### src/include/dbgcs_pkg.sv
// constants and types shared by the debugger control and status block
// Functional notes
// - write 81H: reset device, stay halted
// - write 41H: reset device, run, breaks on
// - write 40H while halted: resume, breaks on
// - bit 7 set halts instruction fetch
// - bit 7 clear resumes fetch unless locked
// - enabled break, no spin: sets bit 7
// - read lock: zero write to bit 7 ignored
// - bit 6 resets clear; break is no-op
// - bit 5: send FFH on breakpoint
// - bit 4 picks halt or spin on break
// - bit 0 resets device, not debugger
// - bit 0 self-clears when reset completes
// - idle: halted or break since write
// - status bit 6 mirrors low-power halt
// - status bit 5: set while read lock active
// - 04H writes control, 05H reads it
// - 02H returns one status byte
package dbgcs_pkg;
	// link command bytes
	localparam logic [7:0] DBGCS_CMD_RD_STAT = 8'h02;
	localparam logic [7:0] DBGCS_CMD_WR_CTL = 8'h04;
	localparam logic [7:0] DBGCS_CMD_RD_CTL = 8'h05;
	// opcodes and characters
	localparam logic [7:0] DBGCS_BREAK_OPCODE = 8'h00;
	localparam logic [7:0] DBGCS_ACK_CHAR = 8'hff;
	// control register fields
	localparam int DBGCS_CTL_HALT_BIT = 7;
	localparam int DBGCS_CTL_BREAK_OPCODE_ENABLE_BIT = 6;
	localparam int DBGCS_CTL_ACK_BIT = 5;
	localparam int DBGCS_CTL_SPIN_BIT = 4;
	localparam int DBGCS_CTL_RST_BIT = 0;
	localparam logic [7:0] DBGCS_CTL_RESET = 8'h00;
	localparam logic [7:0] DBGCS_CTL_WMASK = 8'hf1;
	// status register fields
	localparam int DBGCS_STAT_IDLE_BIT = 7;
	localparam int DBGCS_STAT_HALT_BIT = 6;
	localparam int DBGCS_STAT_LOCK_BIT = 5;
	localparam logic [4:0] DBGCS_STAT_RSVD = 5'h00;
	// timing of the self-triggered reset pulse
	localparam int DBGCS_CLK_PERIOD_NS = 10;
	localparam int DBGCS_SELF_RST_NS = 1000;
	localparam int DBGCS_SELF_RST_CYC = (DBGCS_SELF_RST_NS + DBGCS_CLK_PERIOD_NS - 1) / DBGCS_CLK_PERIOD_NS;
	// command parser states
	typedef enum logic {DBGCS_PS_CMD, DBGCS_PS_WDATA} dbgcs_parse_t;
	// self reset sequencer states
	typedef enum logic [1:0] {DBGCS_RS_IDLE, DBGCS_RS_ACTIVE, DBGCS_RS_FINISH} dbgcs_rseq_t;
endpackage

### src/hw/dbgcs_reset_seq.sv
// self reset sequencer: drives the device reset while the debugger keeps running
`timescale 1ns/10ps
`default_nettype none
module dbgcs_reset_seq import dbgcs_pkg::*; #(
	parameter int RESET_CYCLES = DBGCS_SELF_RST_CYC
) (
	input wire logic i_clk,
	input wire logic i_rst_n,
	input wire logic i_start,
	output logic o_sys_rst_n,
	output logic o_done
);
	dbgcs_rseq_t state_reg, state_next;
	logic [15:0] cnt_reg, cnt_next;
	logic sys_rst_n_reg, sys_rst_n_next;
	logic done_reg, done_next;

	// sequence: hold reset low for the count, then report completion once
	always_comb begin
		state_next = state_reg;
		cnt_next = cnt_reg;
		sys_rst_n_next = sys_rst_n_reg;
		done_next = 1'b0;
		case (state_reg)
			DBGCS_RS_IDLE: begin
				if (i_start) begin
					state_next = DBGCS_RS_ACTIVE;
					cnt_next = 16'(RESET_CYCLES - 1);
					sys_rst_n_next = 1'b0;
				end
			end
			DBGCS_RS_ACTIVE: begin
				if (cnt_reg == 16'h0000) begin
					state_next = DBGCS_RS_FINISH;
					sys_rst_n_next = 1'b1;
					done_next = 1'b1;
				end else begin
					cnt_next = cnt_reg - 16'h0001;
				end
			end
			default: begin
				// rearm next cycle: the done pulse has cleared the request bit by then,
				// unless a write in the done cycle set it again, which must run
				state_next = DBGCS_RS_IDLE;
			end
		endcase
	end

	// state registers
	always_ff @(posedge i_clk or negedge i_rst_n) begin
		if (!i_rst_n) begin
			state_reg <= DBGCS_RS_IDLE;
			cnt_reg <= 16'h0000;
			sys_rst_n_reg <= 1'b1;
			done_reg <= 1'b0;
		end else begin
			state_reg <= state_next;
			cnt_reg <= cnt_next;
			sys_rst_n_reg <= sys_rst_n_next;
			done_reg <= done_next;
		end
	end

	assign o_sys_rst_n = sys_rst_n_reg;
	assign o_done = done_reg;
endmodule
`default_nettype wire

### src/hw/dbgcs_top.sv
// debugger control and status registers behind the serial debug link
`timescale 1ns/10ps
`default_nettype none
module dbgcs_top import dbgcs_pkg::*; #(
	parameter int RESET_CYCLES = DBGCS_SELF_RST_CYC
) (
	input wire logic i_clk,
	input wire logic i_rst_n,
	input wire logic i_rx_valid,
	input wire logic [7:0] i_rx_byte,
	input wire logic i_tx_ready,
	input wire logic i_opcode_valid,
	input wire logic [7:0] i_opcode,
	input wire logic i_halt_mode,
	input wire logic i_read_lock_opt_n,
	output logic o_tx_valid,
	output logic [7:0] o_tx_byte,
	output logic o_fetch_stall,
	output logic o_break_spin,
	output logic o_break_nop,
	output logic o_sys_rst_n
);
	dbgcs_parse_t parse_reg, parse_next;
	logic [7:0] ctl_reg, ctl_next;
	logic seen_reg, seen_next;
	logic ack_pend_reg, ack_pend_next;
	logic tx_valid_reg, tx_valid_next;
	logic [7:0] tx_byte_reg, tx_byte_next;
	logic spin_reg, spin_next;
	logic nop_reg, nop_next;
	logic wr_ctl, is_break, brk_hit, ack_evt, read_lock, tx_free;
	logic resp_req, rst_done;
	logic [7:0] resp_byte, wr_val, stat_val;

	// decoded events of this cycle
	always_comb begin
		read_lock = !i_read_lock_opt_n;
		wr_ctl = i_rx_valid && (parse_reg == DBGCS_PS_WDATA);
		is_break = i_opcode_valid && (i_opcode == DBGCS_BREAK_OPCODE);
		brk_hit = is_break && ctl_reg[DBGCS_CTL_BREAK_OPCODE_ENABLE_BIT];
		ack_evt = brk_hit && ctl_reg[DBGCS_CTL_ACK_BIT];
		tx_free = !tx_valid_reg || i_tx_ready;
	end

	// live status byte, reserved field forced to zero
	always_comb begin
		stat_val = {ctl_reg[DBGCS_CTL_HALT_BIT] || seen_reg, i_halt_mode, read_lock, DBGCS_STAT_RSVD};
	end

	// command parser: read commands answer at once, write takes one data byte
	always_comb begin
		parse_next = parse_reg;
		resp_req = 1'b0;
		resp_byte = ctl_reg;
		if (i_rx_valid) begin
			if (parse_reg == DBGCS_PS_WDATA) begin
				parse_next = DBGCS_PS_CMD;
			end else if (i_rx_byte == DBGCS_CMD_WR_CTL) begin
				parse_next = DBGCS_PS_WDATA;
			end else if (i_rx_byte == DBGCS_CMD_RD_CTL) begin
				resp_req = 1'b1;
				resp_byte = ctl_reg;
			end else if (i_rx_byte == DBGCS_CMD_RD_STAT) begin
				resp_req = 1'b1;
				resp_byte = stat_val;
			end
		end
	end

	// control register next value
	always_comb begin
		wr_val = i_rx_byte & DBGCS_CTL_WMASK;
		ctl_next = ctl_reg;
		if (rst_done) begin
			ctl_next[DBGCS_CTL_RST_BIT] = 1'b0;
		end
		if (wr_ctl) begin
			// a pending self reset is not cancelled by a later write
			wr_val[DBGCS_CTL_RST_BIT] = wr_val[DBGCS_CTL_RST_BIT] || ctl_next[DBGCS_CTL_RST_BIT];
			if (read_lock) begin
				wr_val[DBGCS_CTL_HALT_BIT] = wr_val[DBGCS_CTL_HALT_BIT] || ctl_reg[DBGCS_CTL_HALT_BIT];
			end
			ctl_next = wr_val;
		end
		if (brk_hit && !ctl_reg[DBGCS_CTL_SPIN_BIT]) begin
			ctl_next[DBGCS_CTL_HALT_BIT] = 1'b1;
		end
	end

	// break bookkeeping: sticky seen flag, spin and no-op pulses
	always_comb begin
		seen_next = seen_reg;
		if (wr_ctl) begin
			seen_next = 1'b0;
		end
		if (brk_hit) begin
			seen_next = 1'b1;
		end
		spin_next = brk_hit && ctl_reg[DBGCS_CTL_SPIN_BIT];
		nop_next = is_break && !ctl_reg[DBGCS_CTL_BREAK_OPCODE_ENABLE_BIT];
	end

	// transmit holding register: answers first, then acknowledge char
	always_comb begin
		tx_valid_next = tx_valid_reg;
		tx_byte_next = tx_byte_reg;
		ack_pend_next = ack_pend_reg;
		if (tx_free) begin
			tx_valid_next = 1'b0;
			if (resp_req) begin
				tx_valid_next = 1'b1;
				tx_byte_next = resp_byte;
			end else if (ack_pend_reg) begin
				tx_valid_next = 1'b1;
				tx_byte_next = DBGCS_ACK_CHAR;
				ack_pend_next = 1'b0;
			end
		end
		if (ack_evt) begin
			ack_pend_next = 1'b1;
		end
	end

	// registers
	always_ff @(posedge i_clk or negedge i_rst_n) begin
		if (!i_rst_n) begin
			parse_reg <= DBGCS_PS_CMD;
			ctl_reg <= DBGCS_CTL_RESET;
			seen_reg <= 1'b0;
			ack_pend_reg <= 1'b0;
			tx_valid_reg <= 1'b0;
			tx_byte_reg <= 8'h00;
			spin_reg <= 1'b0;
			nop_reg <= 1'b0;
		end else begin
			parse_reg <= parse_next;
			ctl_reg <= ctl_next;
			seen_reg <= seen_next;
			ack_pend_reg <= ack_pend_next;
			tx_valid_reg <= tx_valid_next;
			tx_byte_reg <= tx_byte_next;
			spin_reg <= spin_next;
			nop_reg <= nop_next;
		end
	end

	// device reset pulse generator
	dbgcs_reset_seq #(
		.RESET_CYCLES(RESET_CYCLES)
	) u_reset_seq (
		.i_clk(i_clk),
		.i_rst_n(i_rst_n),
		.i_start(ctl_reg[DBGCS_CTL_RST_BIT]),
		.o_sys_rst_n(o_sys_rst_n),
		.o_done(rst_done)
	);

	// outputs straight from flops
	assign o_tx_valid = tx_valid_reg;
	assign o_tx_byte = tx_byte_reg;
	assign o_fetch_stall = ctl_reg[DBGCS_CTL_HALT_BIT];
	assign o_break_spin = spin_reg;
	assign o_break_nop = nop_reg;

	// helper for the checks: cycles of the current device reset pulse
	logic [15:0] low_cnt_reg, low_cnt_next;
	always_comb begin
		low_cnt_next = 16'h0000;
		if (!o_sys_rst_n) begin
			low_cnt_next = low_cnt_reg + 16'h0001;
		end
	end

	// helper counter register
	always_ff @(posedge i_clk or negedge i_rst_n) begin
		if (!i_rst_n) begin
			low_cnt_reg <= 16'h0000;
		end else begin
			low_cnt_reg <= low_cnt_next;
		end
	end
endmodule
`default_nettype wire

### config.mk
export PLATFORM = sky130hd
export DESIGN_NAME = dbgcs_top
export DESIGN_NICKNAME = d
export VERILOG_FILES = /design/src/include/dbgcs_pkg.sv /design/src/hw/dbgcs_reset_seq.sv /design/src/hw/dbgcs_top.sv
export SDC_FILE = /design/constraint.sdc
export NUM_CORES = 1
export LEC_CHECK = 0
export BUFFER_PORTS_ARGS = -buffer_cell sky130_fd_sc_hd__buf_2
export CELL_PAD_IN_SITES_DETAIL_PLACEMENT = 0
export CELL_PAD_IN_SITES_GLOBAL_PLACEMENT = 1
export CORE_UTILIZATION = 42
export DETAILED_ROUTE_END_ITERATION = 6
export PLACE_DENSITY_LB_ADDON = 0.3
export SKIP_LAST_GASP = 1
export SYNTH_ARGS = -nofsm -noshare
export SYNTH_HDL_FRONTEND = slang
export SYNTH_SLANG_ARGS = --single-unit
### constraint.sdc
create_clock -name i_clk -period 2.47 [get_ports i_clk]
set_clock_uncertainty 0.15 [all_clocks]
set_input_delay 0 -clock i_clk [delete_from_list [all_inputs] [get_ports i_clk]]
set_output_delay 0 -clock i_clk [all_outputs]
set_load 0.01 [all_outputs]
==> impl_metrics.tcl, run 1 <==
set metrics [dict create \
    clock_power_share 0.363 \
    drive_gt1_frac 0.2457 \
    period_needed_ps 2337 \
    min_from "i_read_lock_opt_n" \
    holdWs_ps 54.66 \
    antenna_found_initial 0 \
    worst_slack_ps 132.9 \
    vias 1618 \
    start_util 0.4440 \
    synthArstFlopShare 1.000 \
    synth_seq_cells 37 \
    instances_no_fill 282 \
    power.internal_uw 912.3 \
    core-area_um2 4086 \
    setup_tns_ps 0 \
    cts_buffer_depth 2 \
    postCtsSetupRepairBufs 0 \
    drt_iter0_drc 87 \
    cts-resized-gates 0 \
    endpoint_kind "flip-flop" \
    dp_cells 261 \
    hpwlAfterDp_mm 2.902 \
    worst-endpoint-arrival_ps 2420 \
    grt_remaining_overflow 0 \
    firstDrtPassIters 4 \
    syn-num-nets 199 \
    required_ps 2550 \
    vias_per_cell 5.738 \
    pin_count 36 \
    grt_pass1_vias 1538 \
    largest_register_ffs 16 \
    min_to "o_tx_byte[5]$_DFFE_PN0P_" \
    grt_pass1_wl_mm 7.031 \
    p_comb_frac 0.094 \
    timing.max_cap.violations 0 \
    postSynthAreaPerCell_um2 10.37 \
    antennaDiodeCount 0 \
    setup.worst_path.class "input pin to flip-flop" \
    place_congestion 0.8933 \
    ant_nets 0 \
    worst_hold_path_type "input pin to flip-flop" \
    syn_inst 175 \
    pre_cts_ws_ps 197.3 \
    die_area_um2 4587 \
    cp_max_fo 2 \
    die_w_um 67.73 \
    setup_viol 0 \
    r2r_cells 6 \
    cts-htree-levels 2 \
    max_freq_mhz 427.9 \
    synth_ff_type "dfrtp_1" \
    wl_mm 4.088 \
    r2r_slack_ps 180 \
    wire_per_inst_um 14.50 \
    ir_drop_mv 0.3558 \
    grtUsageTotal 0.2107 \
    die_h_um 67.73 \
    tightest_slew_ps 812.1 \
    status "finished clean" \
    ctsRootBufferMaster "clkbuf_8" \
    p_per_area_nw_per_um2 518.6 \
    final_hold_viol_count 0 \
    worstSetupStartpointType "input pin" \
    clock_sink_count 37 \
    postCtsHoldBufs 13 \
    ys_seq_area_frac 0.5110 \
    relSlewSlack 0.4586 \
    final_nets 255 \
    clk_latency_ps 290 \
    synth_area_um2 1814 \
    nFillCells 372 \
    r2r-start "u_reset_seq.cnt_reg[0]$_DFFE_PN0P_" \
    rows 23 \
    syn_to_final_growth_pct 25.86 \
    rsz0062_at_grt "false" \
    numPortBuffers 35 \
    drc 0 \
    grt_max_degree 38 \
    p_leak_nw 1.046 \
    min_path_cells 5 \
    synth.distinct_cells 46 \
    cts_tree "built" \
    path_clk_slew_ps 80 \
    synth_edf_count 0 \
    power.switching_uw 271.9 \
    cts_made_buffers 5 \
    p_sw_frac 0.2296 \
    r2r_end "u_reset_seq.cnt_reg[10]$_DFFE_PN0P_" \
    ys_warn_count 0 \
    seqPwrFrac 0.543 \
    finalCritPeriodShare 0.9462 \
    drv_slew 0 \
]
## routing by layer
| metal | up-vias | track usage | wire length, um |
|---|---|---|---|
| met2 | 54 | 0.3329 | 1926 |
| met4 | 0 | 0.05851 | 43 |
| met3 | 4 | 0.05912 | 224 |
| li1 | 778 | - | - |
| met1 | 782 | 0.2806 | 1894 |
| met5 | - | 0 | 0 |
## metrics by stage
stage               instance area, um^2    util  power [mW]
finish                             2283  0.5588       1.184
global route                       2283  0.5588       1.238
CTS                                2283  0.5588       1.197
detailed placement                 2063  0.5049      0.7503
global placement                   2063  0.5049      0.7466
floorplan                          1814       -      0.6947
## cells in the mapped netlist, drive strengths merged, types with 2 or more instances
| cell type | number | share of area |
|---|---|---|
| buf | 2 | 0.0083 |
| nor4b | 3 | 0.014 |
| a21oi | 5 | 0.014 |
| or4 | 6 | 0.026 |
| inv | 7 | 0.014 |
| a2bb2oi | 5 | 0.024 |
| nor2b | 3 | 0.010 |
| nand2 | 15 | 0.031 |
| nand3 | 7 | 0.019 |
| mux2i | 6 | 0.033 |
| o21ai | 7 | 0.019 |
| o31ai | 4 | 0.017 |
| o311ai | 2 | 0.0097 |
| nand2b | 3 | 0.010 |
| mux2 | 3 | 0.019 |
| a32o | 2 | 0.011 |
| o211ai | 3 | 0.012 |
| a21o | 2 | 0.0083 |
| or3 | 6 | 0.027 |
| nor2 | 13 | 0.027 |
| nor3b | 2 | 0.0083 |
| nor4 | 5 | 0.017 |
| nor3 | 9 | 0.025 |
| dfrtp | 36 | 0.50 |
## power by group through the flow
stage / logic, mW / registers (mW) / clock network, mW
final: 0.111 / 0.643 / 0.430
after global placement: 0.0942 / 0.652 / 0
after CTS: 0.112 / 0.642 / 0.443
after detailed placement: 0.0973 / 0.653 / 0
after global routing: 0.123 / 0.645 / 0.470
after floorplan: 0.0369 / 0.658 / 0
## cells by family (layout without fill, tap and decap cells)
family | count (synthesis) | in the layout | synth area share
buffers and inverters | 10 | 67 | 0.02483
and+or+nand+nor | 81 | 81 | 0.2566
AOI/OAI and AO/OA | 37 | 37 | 0.1490
adders and majority gates | 1 | 1 | 0.006895
muxes | 9 | 9 | 0.05172
DFF | 37 | 37 | 0.5110
## final cells by class
class                   count  area (um^2)  area share
clock buffers               8        90.09     0.03945
inverters                   7        26.28     0.01151
multi-input cells         128        842.1      0.3688
flip-flops and latches     37        927.1      0.4060
well taps                  50        62.56     0.02740
repair buffers             52        335.3      0.1468
## how the worst max path moves through the flow
stage,startpoint,endpoint,slack (ps),cells past startpoint
after detailed placement,u_reset_seq.cnt_reg[0]$_DFFE_PN0P_,u_reset_seq.cnt_reg[10]$_DFFE_PN0P_,200,6
after global routing,i_opcode[6],ctl_reg[7]$_DFFE_PN0P_,70,6
after floorplan,u_reset_seq.cnt_reg[0]$_DFFE_PN0P_,u_reset_seq.cnt_reg[10]$_DFFE_PN0P_,290,6
after global placement,u_reset_seq.cnt_reg[0]$_DFFE_PN0P_,u_reset_seq.cnt_reg[10]$_DFFE_PN0P_,240,6
after CTS,u_reset_seq.cnt_reg[0]$_DFFE_PN0P_,u_reset_seq.cnt_reg[10]$_DFFE_PN0P_,180,6
final,i_opcode[6],ctl_reg[7]$_DFFE_PN0P_,130,6
## placed cells by master (no fill, tap or decap), drive strengths merged, types with 6 or more instances in the layout
cell	count
buf	39
dfrtp	36
nand2	15
nor2	13
dlygate4sd3	13
nor3	9
clkbuf	8
inv	7
nand3	7
o21ai	7
mux2i	6
or4	6
or3	6
## critical path, stage by stage
cell and delay [ps]:
dlygate4sd3_1 530, buf_2 120, nand4b_1 200, dlygate4sd3_1 630, o311ai_0 330, dlygate4sd3_1 610
(Power assumes the default switching activity.)
==> inputs of run 2 (changes only) <==
--- a/config.mk
+++ b/config.mk
@@ -8,9 +8,10 @@
 export BUFFER_PORTS_ARGS = -buffer_cell sky130_fd_sc_hd__buf_2
 export CELL_PAD_IN_SITES_DETAIL_PLACEMENT = 0
 export CELL_PAD_IN_SITES_GLOBAL_PLACEMENT = 1
+export CORE_MARGIN = 2
 export CORE_UTILIZATION = 42
 export DETAILED_ROUTE_END_ITERATION = 6
-export PLACE_DENSITY_LB_ADDON = 0.3
+export PLACE_DENSITY_LB_ADDON = 0.05
 export SKIP_LAST_GASP = 1
 export SYNTH_ARGS = -nofsm -noshare
 export SYNTH_HDL_FRONTEND = slang
==> run 2 against run 1 <==
Sequential cell count unchanged. Combinational power about the same. First-iteration DRC count down 25%. Register-to-register slack about the same. Die area up 6.0%. Routed wire length up 0.51%. Sequential power about the same. Critical path depth unchanged. Sequential share of layout area up 0.067 points. Clock power down 4.7%. Largest cell class unchanged. Largest power group unchanged.
==> impl_metrics.tcl, run 2 (synthesis gave the netlist of run 1 again) <==
set metrics [dict create \
    wl_met2_mm 2.019 \
    die_h_um 69.73 \
    final_nets 255 \
    cp-endpoint "u_reset_seq.cnt_reg[10]$_DFFE_PN0P_" \
    place_congestion 0.8401 \
    regArea_um2 927.1 \
    layout_commonest_cell "dfrtp_1" \
    final_hold_viol_count 0 \
    setup_viol 0 \
    ir_drop_mv 0.2488 \
    rows 23 \
    multi_input_area_um2 842.1 \
    worst_hold_path_type "input pin to flip-flop" \
    cts_made_buffers 5 \
    cts-resized-gates 0 \
    endpoint_kind "flip-flop" \
    pin_count 36 \
    finalCritPeriodShare 0.9277 \
    cp_num_cells 6 \
    top_layer "met4" \
    start_util 0.4440 \
    grt_remaining_overflow 0 \
    relSlewSlack 0.4452 \
    period_needed_ps 2291 \
    largest_register_ffs 16 \
    status "finished clean" \
    r2r-start "u_reset_seq.cnt_reg[0]$_DFFE_PN0P_" \
    cp_max_fo 6 \
    required_ps 2530 \
    postCtsSetupRepairBufs 0 \
    place_area_um2 2063 \
    grtUsageTotal 0.1829 \
    drive_gt1_frac 0.2543 \
    grt_pass1_wl_mm 7.072 \
    wl_mm 4.109 \
    core-area_um2 4086 \
    firstDrtPassIters 4 \
    rsz0062_at_grt "false" \
    nFillCells 361 \
    cts_buffer_depth 2 \
    cts_tree "built" \
    grt_pass1_vias 1575 \
    die_area_um2 4862 \
    worst-endpoint-arrival_ps 2350 \
    wl_met1_mm 1.805 \
    drt_iter0_drc 65 \
    critPathLaunch "u_reset_seq.cnt_reg[0]$_DFFE_PN0P_" \
    antenna_found_initial 0 \
    clock_sink_count 37 \
    final_cell_mix "dfrtp_1 (36), buf_2 (35), nand2_1 (15), nor2_1 (13), dlygate4sd3_1 (13)" \
    drv_slew 0 \
    path_clk_slew_ps 80 \
    crit_slowest_cell "or4_1" \
    ctsRootBufferMaster "clkbuf_8" \
    met3WireLength_um 214 \
    finish.instance_area_um2 2280 \
    worstSetupStartpointType "flip-flop" \
    timing.critical_path.buf_inv 1 \
    clk_latency_ps 290 \
    crit_family "simple AND/OR/NAND/NOR gates" \
    slowest_delay_ps 470 \
    p_leak_nw 1.044 \
    cts-htree-levels 2 \
    wire_per_inst_um 14.57 \
    timing.max_cap.violations 0 \
    hpwlAfterDp_mm 2.937 \
    setup.worst_path.class "flip-flop to flip-flop" \
    r2r_cells 6 \
    syn_to_final_growth_pct 25.66 \
    grt_max_degree 38 \
    max_freq_mhz 436.4 \
    die_w_um 69.73 \
    postCtsHoldBufs 13 \
    setup_tns_ps 0 \
    ant_nets 0 \
    vias_per_cell 5.635 \
    drc 0 \
    tightest_slew_ps 832.2 \
    p_per_area_nw_per_um2 509.8 \
    numPortBuffers 35 \
    antennaDiodeCount 0 \
    r2r_end "u_reset_seq.cnt_reg[10]$_DFFE_PN0P_" \
    vias 1589 \
    r2r_slack_ps 180 \
    path_cells "inv_1 -> ha_1 -> or3b_4 -> or3_4 -> or4_1 -> a21oi_1" \
]
## run 2: cell types whose count changed in the layout (fill, tap and decap cells not counted), sizes merged
cell / delta
clkinvlp: +1
clkinv: +2
clkbuf: -3
## run 2: worst register-to-register path, cell delays in order (launching register included)
cell and delay, ps:
dfrtp_1 420, inv_1 70, ha_1 170, or3b_4 400
or3_4 410, or4_1 470, a21oi_1 130
## run 2: how the worst min path moves through the flow
stage	end	from	depth (start not counted)	slack (ps)
6_report	o_tx_byte[5]$_DFFE_PN0P_	i_read_lock_opt_n	5	50
5_1_grt	o_tx_byte[6]$_DFFE_PN0P_	i_halt_mode	4	50
4_1_cts	o_tx_byte[6]$_DFFE_PN0P_	i_halt_mode	4	40
3_5_place_dp	ctl_reg[7]$_DFFE_PN0P_	i_rst_n	1	-1
3_3_place_gp	o_break_spin$_DFF_PN0_	i_rst_n	1	-30
2_1_floorplan	ack_pend_reg$_DFFE_PN0P_	i_rst_n	0	-450
## run 2: area by class of cell
| cell class | instances | share of cell area |
|---|---|---|
| flip-flops and latches | 37 | 0.4067 |
| multi-input cells | 128 | 0.3694 |
| repair buffers | 52 | 0.1471 |
| clock buffers | 5 | 0.03019 |
| well taps | 50 | 0.02744 |
| inverters | 7 | 0.01153 |
| clock inverters | 3 | 0.007684 |
## run 2: stage by stage
stage | hold WS [ps] | cells | utilization | setup slack [ps] | total power, mW
5_1_grt | 49.88 | 282 | 0.5579 | 38.53 | 1.224
4_1_cts | 35.63 | 282 | 0.5579 | 171.2 | 1.184
6_report | 47.52 | 282 | 0.5579 | 178.6 | 1.162
2_1_floorplan | -445.6 | 175 | - | 293.5 | 0.6947
3_5_place_dp | -0.9774 | 261 | 0.5049 | 175.9 | 0.7503
3_3_place_gp | -25.02 | 261 | 0.5049 | 243.4 | 0.7472
## run 2: per-layer routing
layer  up-vias  GRT usage
met5         -          0
met2        45     0.3045
met3         6    0.05814
met4         0    0.07906
met1       760     0.2172
li1        778          -
## run 2: where the power goes
part / internal [mW] / switching (mW)
registers: 0.626 / 0.0150
clock network: 0.195 / 0.216
logic: 0.0581 / 0.0525
total: 0.879 / 0.283
==> inputs of run 3 (changes only) <==
--- a/config.mk
+++ b/config.mk
@@ -5,7 +5,7 @@
 export SDC_FILE = /design/constraint.sdc
 export NUM_CORES = 1
 export LEC_CHECK = 0
-export BUFFER_PORTS_ARGS = -buffer_cell sky130_fd_sc_hd__buf_2
+export BUFFER_PORTS_ARGS = -buffer_cell sky130_fd_sc_hd__clkbuf_2
 export CELL_PAD_IN_SITES_DETAIL_PLACEMENT = 0
 export CELL_PAD_IN_SITES_GLOBAL_PLACEMENT = 1
 export CORE_MARGIN = 2
==> run 3 against run 2 <==
Clock power grew 50%. Via count shrank 0.57%. Cell count is the same. Design area grew 2.1%. Critical path depth is the same. Combinational power is essentially flat. Global-route usage is essentially flat. Critical endpoint unchanged. Highest routed layer unchanged.
==> impl_metrics.tcl, run 3 (synthesis gave the netlist of run 1 again) <==
set metrics [dict create \
    place_area_um2 2063 \
    ant_nets 0 \
    antenna_found_initial 0 \
    final_hold_viol_count 0 \
    nFillCells 352 \
    vias_per_cell 5.603 \
    cp_max_fo 6 \
    clock_sink_count 37 \
    r2r-start "u_reset_seq.cnt_reg[0]$_DFFE_PN0P_" \
    firstDrtPassIters 4 \
    cts_buffer_depth 2 \
    worst-endpoint-arrival_ps 2350 \
    die_area_um2 4862 \
    drv_slew 0 \
    p_per_area_nw_per_um2 588.4 \
    syn_to_final_growth_pct 28.28 \
    tightest_slew_ps 902.1 \
    hpwlAfterDp_mm 3.004 \
    min_from "i_halt_mode" \
    wire_per_inst_um 14.75 \
    p_leak_nw 1.077 \
    wl_mm 4.160 \
    min_path_cells 4 \
    worst_hold_path_type "input pin to flip-flop" \
    die_w_um 69.73 \
    timing.critical_path.buf_inv 1 \
    max_freq_mhz 436.6 \
    r2r_end "u_reset_seq.cnt_reg[10]$_DFFE_PN0P_" \
    drt_iter0_drc 61 \
    place_congestion 0.8316 \
    period_needed_ps 2290 \
    path_clk_slew_ps 80 \
    endpoint_kind "flip-flop" \
    crit_family "simple AND/OR/NAND/NOR gates" \
    cts_made_buffers 5 \
    power_mw 1.369 \
    status "finished clean" \
    path_cells "inv_1 -> ha_1 -> or3b_4 -> or3_4 -> or4_1 -> a21oi_1" \
    setup.worst_path.class "flip-flop to flip-flop" \
    utilization 0.5695 \
    final_nets 255 \
    final_cell_mix "dfrtp_1 (36), clkbuf_2 (35), nand2_1 (15), nor2_1 (13), dlygate4sd3_1 (13)" \
    setup_tns_ps 0 \
    grtUsageTotal 0.1833 \
    r2r_cells 6 \
    timing.max_cap.violations 0 \
    worstSetupStartpointType "flip-flop" \
    antennaDiodeCount 0 \
    start_util 0.4440 \
    pin_count 36 \
    rows 23 \
    regArea_um2 927.1 \
    finalCritPeriodShare 0.9272 \
    largest_register_ffs 16 \
    rsz0062_at_grt "false" \
    min_to "o_tx_byte[6]$_DFFE_PN0P_" \
    cts-htree-levels 2 \
    grt_max_degree 38 \
    finish.instance_area_um2 2327 \
    die_h_um 69.73 \
    cts_tree "built" \
    drive_gt1_frac 0.2543 \
    slowest_delay_ps 470 \
    setup_viol 0 \
    core-area_um2 4086 \
    required_ps 2530 \
    ir_drop_mv 0.5212 \
    grt_remaining_overflow 0 \
    layout_commonest_cell "dfrtp_1" \
    grt_pass1_vias 1510 \
    numPortBuffers 35 \
    grt_pass1_wl_mm 6.975 \
    relSlewSlack 0.3986 \
    clk_latency_ps 290 \
    ctsRootBufferMaster "clkbuf_8" \
    crit_slowest_cell "or4_1" \
    r2r_slack_ps 180 \
    drc 0 \
    vias 1580 \
    multi_input_area_um2 842.1 \
]
[run 3: cell types whose count changed in the layout (fill, tap and decap cells not counted), sizes merged]
cell,before,now
clkinvlp,1,0
buf,39,4
clkinv,2,1
clkbuf,5,40
bufinv,0,2
[run 3: what timing repair did]
item / 4_1_cts / 5_1_grt
buffers inserted: 0 / 0
endpoints found under the setup margin: 0 / 0
endpoints found under the hold margin: 48 / 0
hold buffers: 13 / 0
resized for setup: 0 / 0
[run 3: worst min-delay path, stage by stage]
cell	delay, ps
clkbuf_2	80
a32o_1	210
nand2_1	70
a2bb2oi_1	60
[run 3: metal layers]
layer  up-vias  wire length, um  GRT usage
met3         8              196    0.06105
met2        43             2025     0.3056
li1        772                -          -
met1       757             1872     0.2231
met5         -                0          0
met4         0               65    0.06197
[run 3: area by class of cell]
type,count,share of cell area
Sequential cell,37,0.3984
Multi-Input combinational cell,128,0.3618
Timing Repair Buffer,52,0.1441
Clock buffer,5,0.02957
Clock inverter,3,0.02796
Tap cell,50,0.02688
Inverter,7,0.01129
[run 3: worst max-delay path by stage]
| stage | slack (ps) | depth (start not counted) | from | end |
|---|---|---|---|---|
| 6_report | 180 | 6 | u_reset_seq.cnt_reg[0]$_DFFE_PN0P_ | u_reset_seq.cnt_reg[10]$_DFFE_PN0P_ |
| 5_1_grt | 50 | 6 | u_reset_seq.cnt_reg[0]$_DFFE_PN0P_ | u_reset_seq.cnt_reg[10]$_DFFE_PN0P_ |
| 4_1_cts | 180 | 6 | u_reset_seq.cnt_reg[0]$_DFFE_PN0P_ | u_reset_seq.cnt_reg[10]$_DFFE_PN0P_ |
| 3_5_place_dp | 170 | 6 | u_reset_seq.cnt_reg[0]$_DFFE_PN0P_ | u_reset_seq.cnt_reg[10]$_DFFE_PN0P_ |
| 3_3_place_gp | 240 | 6 | u_reset_seq.cnt_reg[0]$_DFFE_PN0P_ | u_reset_seq.cnt_reg[10]$_DFFE_PN0P_ |
| 2_1_floorplan | 290 | 6 | u_reset_seq.cnt_reg[0]$_DFFE_PN0P_ | u_reset_seq.cnt_reg[10]$_DFFE_PN0P_ |
[run 3: through the flow]
step | hold slack [ps] | setup WS [ps] | cells
floorplan | -445.6 | 293.5 | 175
global placement | 7.783 | 243.6 | 261
detailed placement | 34.26 | 165.5 | 261
CTS | 4.185 | 175.9 | 282
global route | 6.896 | 54.28 | 282
finish | 14.33 | 179.8 | 282
[run 3: where the power goes]
group | switching (mW) | internal, mW
Combinational | 0.0522 | 0.0577
Sequential | 0.0171 | 0.626
Clock | 0.215 | 0.401
Total | 0.284 | 1.09
